File: src/common/tacc_cfg.svh
`ifndef TACC_CFG_SVH
`define TACC_CFG_SVH
// Register numbers of the special-purpose register port
`define TACC_SPR_UPPER 10'h3FC
`define TACC_SPR_LOWER 10'h3FD
`define TACC_SPR_CTRL 10'h3FE
// Threshold register fields, bit 0 is the LSB of the data word
`define TACC_CROSSED_BIT 31
`define TACC_VALID_FLAG_BIT 30
`define TACC_THR_HI 29
`define TACC_THR_LO 23
`define TACC_DIR_BIT 2
`define TACC_IRQEN_BIT 1
`define TACC_THR_VALID_BIT 0
// Control register fields
`define TACC_INTERVAL_HI 13
`define TACC_INTERVAL_LO 1
`define TACC_ENABLE_BIT 0
`define TACC_THR_WRITE_MASK 32'h3F800007
`define TACC_CTRL_WRITE_MASK 32'h00003FFF
`define TACC_ZERO_WORD 32'h00000000
`define TACC_ZERO_COUNT 13'h0000
`define TACC_ONE_COUNT 13'h0001
`define TACC_ZERO_TEMP 7'h00
`endif

File: src/common/tacc_pkg.sv
`default_nettype none
package tacc_pkg;
	typedef logic [31:0] tacc_word_t;
	typedef logic [9:0] tacc_spr_t;
	typedef logic [6:0] tacc_temp_t;
	typedef logic [12:0] tacc_count_t;
	typedef enum logic [2:0] {
		TACC_IDLE = 3'b001,
		TACC_WAIT = 3'b010,
		TACC_SAMPLE = 3'b100
	} tacc_state_t;
endpackage : tacc_pkg
`default_nettype wire

File: src/hdl/tacc_thermal_ctrl.sv
// Function
// - The block waits the programmed interval count of clocks before sampling.
// - Compares run only with enable set and at least one threshold valid.
// - With both thresholds valid, compares alternate and each raises its flag.
// - The registers are decoded at register numbers 1020, 1021 and 1022.
// - Crossed flag and its valid flag are read-only to software.
// - Sensor is compared with a seven-bit threshold in one degree steps.
// - Direction clear flags above threshold, set flags below threshold.
// - Interrupt needs irq enable and external mask; flags record regardless.
// - Writes clear valid flags and restart the comparison.
`include "tacc_cfg.svh"
`timescale 1ns/100ps
`default_nettype none
module tacc_thermal_ctrl (
	input wire logic clk,
	input wire logic reset,
	input wire logic spr_write,
	input wire logic spr_read,
	input wire tacc_pkg::tacc_spr_t spr_num,
	input wire tacc_pkg::tacc_word_t spr_wdata,
	output logic [31:0] spr_rdata,
	output logic spr_hit,
	input wire logic [6:0] sensor_temp,
	output logic [6:0] dac_threshold,
	input wire logic external_irq_mask,
	output logic thermal_irq
);
	import tacc_pkg::*;

	tacc_word_t thr_q [2];
	tacc_word_t thr_d [2];
	tacc_word_t ctrl_q, ctrl_d;
	tacc_state_t state_q, state_d;
	tacc_count_t cnt_q, cnt_d;
	logic sel_q, sel_d;
	logic [6:0] dac_q, dac_d;
	logic [31:0] rd_q, rd_d;
	logic hit_q, hit_d;
	logic [6:0] temp_s1_q, temp_s2_q, temp_s3_q, temp_held_q;
	logic mask_s1_q, mask_s2_q;
	logic [1:0] wr_thr;
	logic wr_ctrl;
	logic run, any_valid, both_valid;

	// Decode reused by read and write paths
	function automatic logic [1:0] spr_index(input tacc_spr_t n);
		case (n)
			`TACC_SPR_UPPER: spr_index = 2'h0;
			`TACC_SPR_LOWER: spr_index = 2'h1;
			`TACC_SPR_CTRL: spr_index = 2'h2;
			default: spr_index = 2'h3;
		endcase
	endfunction : spr_index

	function automatic logic restart_any();
		restart_any = wr_ctrl | (|wr_thr);
	endfunction : restart_any

	// Analog result is asynchronous, so two flops first
	always_ff @(posedge clk) begin
		temp_s1_q <= sensor_temp;
		temp_s2_q <= temp_s1_q;
		temp_s3_q <= temp_s2_q;
		// Bits may skew through the flops; take a value only once seen twice
		if (temp_s2_q == temp_s3_q) begin
			temp_held_q <= temp_s3_q;
		end
		mask_s1_q <= external_irq_mask;
		mask_s2_q <= mask_s1_q;
	end

	assign wr_ctrl = spr_write && spr_index(spr_num) == 2'h2;
	assign any_valid = thr_q[0][`TACC_THR_VALID_BIT] |
		thr_q[1][`TACC_THR_VALID_BIT];
	assign both_valid = thr_q[0][`TACC_THR_VALID_BIT] &
		thr_q[1][`TACC_THR_VALID_BIT];
	assign run = ctrl_q[`TACC_ENABLE_BIT] && any_valid;

	// Compare sequencer
	always_comb begin
		logic restart;
		restart = wr_ctrl | (|wr_thr);
		state_d = state_q;
		cnt_d = cnt_q;
		sel_d = sel_q;
		if (!both_valid) begin
			sel_d = !thr_q[0][`TACC_THR_VALID_BIT];
		end
		case (state_q)
			TACC_IDLE: begin
				if (run) begin
					state_d = TACC_WAIT;
					cnt_d = ctrl_q[`TACC_INTERVAL_HI:`TACC_INTERVAL_LO];
				end
			end
			TACC_WAIT: begin
				if (cnt_q <= `TACC_ONE_COUNT) begin
					state_d = TACC_SAMPLE;
				end else begin
					cnt_d = cnt_q - `TACC_ONE_COUNT;
				end
			end
			TACC_SAMPLE: begin
				state_d = TACC_WAIT;
				cnt_d = ctrl_q[`TACC_INTERVAL_HI:`TACC_INTERVAL_LO];
				if (both_valid) begin
					sel_d = !sel_q;
				end
			end
			default: state_d = TACC_IDLE;
		endcase
		if (!run || restart) begin
			state_d = TACC_IDLE;
		end
		dac_d = thr_d[sel_d][`TACC_THR_HI:`TACC_THR_LO];
	end

	// Register file and flag updates
	generate
		for (genvar i = 0; i < 2; i++) begin : g_thr
			assign wr_thr[i] = spr_write && spr_index(spr_num) == 2'(i);
			always_comb begin
				logic above, below, hit;
				above = temp_held_q > thr_q[i][`TACC_THR_HI:`TACC_THR_LO];
				below = temp_held_q < thr_q[i][`TACC_THR_HI:`TACC_THR_LO];
				hit = thr_q[i][`TACC_DIR_BIT] ? below : above;
				thr_d[i] = thr_q[i];
				if (state_q == TACC_SAMPLE && sel_q == 1'(i)) begin
					thr_d[i][`TACC_CROSSED_BIT] = hit;
					thr_d[i][`TACC_VALID_FLAG_BIT] = 1'b1;
				end
				if (wr_thr[i]) begin
					// Status bits kept, valid flag dropped
					thr_d[i] = (spr_wdata & `TACC_THR_WRITE_MASK) |
						(thr_q[i] & ~`TACC_THR_WRITE_MASK);
					thr_d[i][`TACC_VALID_FLAG_BIT] = 1'b0;
				end
				if (wr_ctrl) begin
					thr_d[i][`TACC_VALID_FLAG_BIT] = 1'b0;
				end
			end
		end
	endgenerate

	always_comb begin
		ctrl_d = ctrl_q;
		if (wr_ctrl) begin
			// Reserved bits held at zero regardless of software
			ctrl_d = spr_wdata & `TACC_CTRL_WRITE_MASK;
		end
		hit_d = spr_read && spr_index(spr_num) != 2'h3;
		case (spr_index(spr_num))
			2'h0: rd_d = thr_q[0];
			2'h1: rd_d = thr_q[1];
			2'h2: rd_d = ctrl_q;
			default: rd_d = `TACC_ZERO_WORD;
		endcase
		if (!spr_read) begin
			rd_d = `TACC_ZERO_WORD;
		end
	end

	always_ff @(posedge clk) begin
		if (reset) begin
			thr_q[0] <= `TACC_ZERO_WORD;
			thr_q[1] <= `TACC_ZERO_WORD;
			ctrl_q <= `TACC_ZERO_WORD;
			state_q <= TACC_IDLE;
			cnt_q <= `TACC_ZERO_COUNT;
			sel_q <= 1'b0;
			dac_q <= `TACC_ZERO_TEMP;
			rd_q <= `TACC_ZERO_WORD;
			hit_q <= 1'b0;
		end else begin
			thr_q[0] <= thr_d[0];
			thr_q[1] <= thr_d[1];
			ctrl_q <= ctrl_d;
			state_q <= state_d;
			cnt_q <= cnt_d;
			sel_q <= sel_d;
			dac_q <= dac_d;
			rd_q <= rd_d;
			hit_q <= hit_d;
		end
	end

	assign spr_rdata = rd_q;
	assign spr_hit = hit_q;
	assign dac_threshold = dac_q;

	// Level interrupt; any valid armed crossing asserts it while the synchronized external mask is high
	always_comb begin
		thermal_irq = 1'b0;
		for (int i = 0; i < 2; i++) begin
			if (thr_q[i][`TACC_THR_VALID_BIT] && thr_q[i][`TACC_IRQEN_BIT] &&
				thr_q[i][`TACC_VALID_FLAG_BIT] && thr_q[i][`TACC_CROSSED_BIT]) begin
				thermal_irq = mask_s2_q;
			end
		end
	end

	sample_needs_run_a: assert property (@(posedge clk) disable iff (reset)
		state_q == TACC_SAMPLE |-> $past(run))
		else $error("sample taken while compare disabled");
	ctrl_write_clears_a: assert property (@(posedge clk) disable iff (reset)
		wr_ctrl |=> !thr_q[0][`TACC_VALID_FLAG_BIT] &&
		!thr_q[1][`TACC_VALID_FLAG_BIT])
		else $error("control write left a valid flag");
	thr_write_restart_a: assert property (@(posedge clk) disable iff (reset)
		|wr_thr |=> state_q == TACC_IDLE)
		else $error("threshold write did not restart");
	interval_wait_a: assert property (@(posedge clk) disable iff (reset)
		$rose(state_q == TACC_WAIT) && cnt_q > `TACC_ONE_COUNT
		|=> state_q != TACC_SAMPLE)
		else $error("sample before interval ended");
	dual_alternate_a: assert property (@(posedge clk) disable iff (reset)
		state_q == TACC_SAMPLE && both_valid && !restart_any()
		|=> sel_q != $past(sel_q))
		else $error("dual mode did not alternate");
	status_readonly_a: assert property (@(posedge clk) disable iff (reset)
		wr_thr[0] && state_q != TACC_SAMPLE |=>
		thr_q[0][`TACC_CROSSED_BIT] == $past(thr_q[0][`TACC_CROSSED_BIT]))
		else $error("crossed flag written by software");
	irq_masked_a: assert property (@(posedge clk) disable iff (reset)
		!mask_s2_q |-> !thermal_irq)
		else $error("interrupt raised while masked");
	reload_after_a: assert property (@(posedge clk) disable iff (reset)
		state_q == TACC_SAMPLE && run && !restart_any() |=>
		state_q == TACC_WAIT &&
		cnt_q == $past(ctrl_q[`TACC_INTERVAL_HI:`TACC_INTERVAL_LO]))
		else $error("interval not reloaded after sample");
	sample_sets_valid_a: assert property (@(posedge clk) disable iff (reset)
		state_q == TACC_SAMPLE && !restart_any() |=>
		thr_q[$past(sel_q)][`TACC_VALID_FLAG_BIT])
		else $error("sample did not validate flag");
endmodule : tacc_thermal_ctrl
`default_nettype wire

File: config.mk
export PLATFORM = sky130hd
export DESIGN_NAME = tacc_thermal_ctrl
export DESIGN_NICKNAME = d
export VERILOG_FILES = /design/src/common/tacc_pkg.sv /design/src/hdl/tacc_thermal_ctrl.sv
export VERILOG_INCLUDE_DIRS = /design/src /design/src/common
export SDC_FILE = /design/constraint.sdc
export NUM_CORES = 1
export LEC_CHECK = 0
export BUFFER_PORTS_ARGS = -buffer_cell sky130_fd_sc_hd__buf_2
export CAP_MARGIN = 25
export CORE_ASPECT_RATIO = 0.75
export CORE_MARGIN = 1
export CORE_UTILIZATION = 55
export CTS_BUF_LIST = sky130_fd_sc_hd__clkbuf_8
export CTS_CLUSTER_DIAMETER = 80
export DETAILED_ROUTE_END_ITERATION = 10
export PLACE_DENSITY = 0.87
export SLEW_MARGIN = 10
export SYNTH_ARGS = -nofsm -noshare
export SYNTH_HDL_FRONTEND = slang
export SYNTH_SLANG_ARGS = --single-unit
export TNS_END_PERCENT = 20
File: constraint.sdc
create_clock -name clk -period 4.4 [get_ports clk]
set_input_delay 0.22 -clock clk [delete_from_list [all_inputs] [get_ports clk]]
set_output_delay 0.22 -clock clk [all_outputs]
set_load 0.005 [all_outputs]
==> summary.txt <==
Final Max Tran Viols = 0
Worst hold path type = in2reg
FF+latch count, synth = 116
Worst Path Max Fanout = 3
PnR worst setup slack = 2.45 ns
Final ANT Viol Nets = 0
Largest family of logic cells by synthesized area = simple AND/OR/NAND/NOR gates
Max Clk Rate = 0.512 GHz
Library cells used by synthesis = 57
Combinational share of power = 2.9%
Synth top area share = 46.6%
Clock Path Buffers = 2
Final #Nets = 614
Crit path DAT = 2.29 ns
Switching share of power = 22.9%
Synth Area in Simple Gates = 16.4%
Synth warnings = 0
Number of H-tree levels = 4
Clock power frac = 45.9%
Relative slew slack = 37.7%
RSZ-0062 raised after global routing = no
Fin Hold WS = 0.0275 ns
MaxCap Viol Count = 0
Total track usage = 24.3%
Syn_area_per_cell = 10.1 sq um
# IOs = 95
Yosys top cell by area = dfxtp_1
Clk_lat worst skew = 0.43 ns
Post-Syn Area = 4690 sq um
Initial Utilization = 58.2%
Post-synth EDFFs = 7
Fraction of layout cells with a size suffix above 1 = 22.3%
Residual DRC = 0
Clock transition at path regs = 0.07 ns
HPWL Detailed = 7310 microns
Antenna violations before repair = 0
Final Core Density = 68.7%
CP startpoint = temp_held_q[2]$_DFFE_PN_
Grt total ovfl = 0
Clk sinks = 116
FP Rows = 28
DR pass1 iterations = 5
Cell area power density = 380 nW/um^2
Final period utilization = 44.4%
Largest net degree at the start of global routing = 50
CP startpoint kind = flip-flop
CTS tree = built
Peak VDD IR = 0.291 mV
First-pass GRT wire length = 16000 microns
Seq pwr share = 51.3%
Syn Inst Count = 462
Crit path time final = 1.95 ns
Vias in the first global route = 3393
Seq/Total Area, Yosys = 51.0%
Die area = 8900 sq um
Ys flop type = dfxtp_1
Worst-margin pin slew = 0.934 ns
Crit end category = flip-flop
Final WL = 10300 microns
Cts bufs inserted = 17
Setup_tns = 0 ns
Post-synthesis xor/xnor area fraction = 1.68%
Vias = 3705
Net switching power figure = 0.482 mW
Place WS = 2.30 ns
Routed wire per std cell = 15.5 microns
Via/cell ratio = 5.60
Synth Area in Adders = 4.27%
Final Hold Fails = 0
Root Driver = clkbuf_8
Asr flop ratio synth = 0%
Mux contribution to synthesized area = 10.3%
1st-iter DRT viols = 178
Diodes inserted = 0
Top area cells in the synthesized netlist = dfxtp_1, mux2i_1, nor2_1, edfxtp_1, ha_1
I/O Buffers = 74
CP Class = reg2reg
Post-Route Skew = 0.00694 ns
Area grow syn2layout = 18.1%
Core ar. = 8060 sq um
Beginning of the worst hold path = spr_wdata[8]
Leak = 2.33 nW
Die height = 81.9 microns
Final setup violation count = 0
Internal = 1.62 mW
Compound-cell area share of the yosys netlist = 10.9%
Placer Congestion = 0.924
Status = complete, no violations
CP Data Required Time = 4.74 ns
Die W = 109 microns
R2r startpoint = temp_held_q[2]$_DFFE_PN_
## cells in the mapped netlist (all sizes together) (2+ instances only)
master   instances
o21ai           10
nand3b           3
a311oi           2
nand4            9
o311ai           2
clkbuf           7
o31ai            7
nor2            66
nor3             5
o211ai           5
xnor2            5
or3              2
mux2i           47
buf             22
nand2b           3
a211oi           3
or3b             3
o21bai           2
and2            14
a21oi           15
nand3            9
nor4             8
edfxtp           7
a22oi            3
nand2           21
ha              16
o2111ai          3
or2              2
o22ai            8
xor2             4
a2bb2oi          2
and3             2
a31oi            4
inv             19
dfxtp          109
nor3b            3
## registers in the layout, summed over array words and instances (netlist names), 7 cells and up
| register | count |
|---|---|
| cnt_q | 13 |
| ctrl_q | 14 |
| dac_threshold | 7 |
| spr_rdata | 23 |
| temp_held_q | 7 |
| temp_s1_q | 7 |
| temp_s2_q | 7 |
| temp_s3_q | 7 |
| thr_q | 24 |
## cell usage in the layout (no fill, tap or decap), drive strengths merged, types with 4 or more instances in the layout
cell type	synthesis	layout
a21oi	15	15
a31oi	4	4
and2	14	14
buf	22	75
clkbuf	7	18
clkinv	0	5
conb	1	9
dfxtp	109	109
dlygate4sd3	0	8
edfxtp	7	7
ha	16	16
inv	19	23
mux2i	47	47
nand2	21	21
nand3	9	9
nand4	9	9
nor2	66	66
nor3	5	5
nor4	8	8
o211ai	5	5
o21ai	10	10
o22ai	8	8
o31ai	7	7
xnor2	5	5
xor2	4	4
## routing by layer
layer | part of all wire (%) | up-vias | global-route usage, % | routed length (microns)
li1 | - | 1787 | - | -
met1 | 46 | 1725 | 32.0 | 4720
met2 | 44 | 175 | 37.4 | 4540
met3 | 8.5 | 18 | 7.30 | 874
met4 | 1.4 | 0 | 10.1 | 142
met5 | 0 | - | 0 | 0
## through the flow
step                      cell area [sq um]  cells  total power [mW]
after global placement                 5050    621              1.15
after global routing                   5540    662              2.18
after detailed placement               5060    622              1.16
final                                  5540    662              2.10
after CTS                              5540    662              2.12
after floorplan                        4720    470              1.13
## layout make-up
cell class / count / area, sq um
Multi-Input combinational cell: 306 / 2070
Clock inverter: 14 / 151
Fill cell: 628 / 2520
Inverter: 19 / 71.3
Clock buffer: 18 / 248
Timing Repair Buffer: 84 / 469
Sequential cell: 116 / 2390
Tap cell: 105 / 131
## power groups by stage
stage	Combinational (mW)	Clock (mW)	Sequential [mW]
floorplan	0.0329	0	1.10
global placement	0.0523	0	1.10
detailed placement	0.0539	0	1.10
CTS	0.0592	0.983	1.08
global route	0.0658	1.03	1.08
finish	0.0603	0.965	1.08
## worst paths after layout
path | slack, ns | cells after the start | end
max | 2.45 | 6 | thr_q[0][31]$_SDFFE_PP0P_
min | 0.03 | 3 | ctrl_q[8]$_SDFFE_PP0P_
max reg2reg | 2.45 | 6 | thr_q[0][31]$_SDFFE_PP0P_
min reg2reg | 0.33 | 0 | mask_s2_q$_DFF_P_
## critical path, cell delays in order (launching register included)
cell,delay [ns]
edfxtp_1,0.42
ha_1,0.35
a21oi_1,0.18
a21oi_1,0.10
nor3_1,0.20
mux2_2,0.37
a311oi_1,0.24
## cells by family after synthesis
| family | after synthesis |
|---|---|
| DFF | 116 |
| other | 1 |
| AOI/OAI and AO/OA | 72 |
| and+or+nand+nor | 152 |
| adders and majority gates | 16 |
| xor gates and xnor gates | 9 |
| muxes | 48 |
| buffers and inverters | 48 |
## what timing repair did
item | 4_1_cts | 5_1_grt
hold buffers | 8 | 0
hold endpoints to repair | 8 | 0
resized for setup | 0 | 0
setup buffers | 0 | 0
No activity file was read; power rests on OpenSTA's default activity.
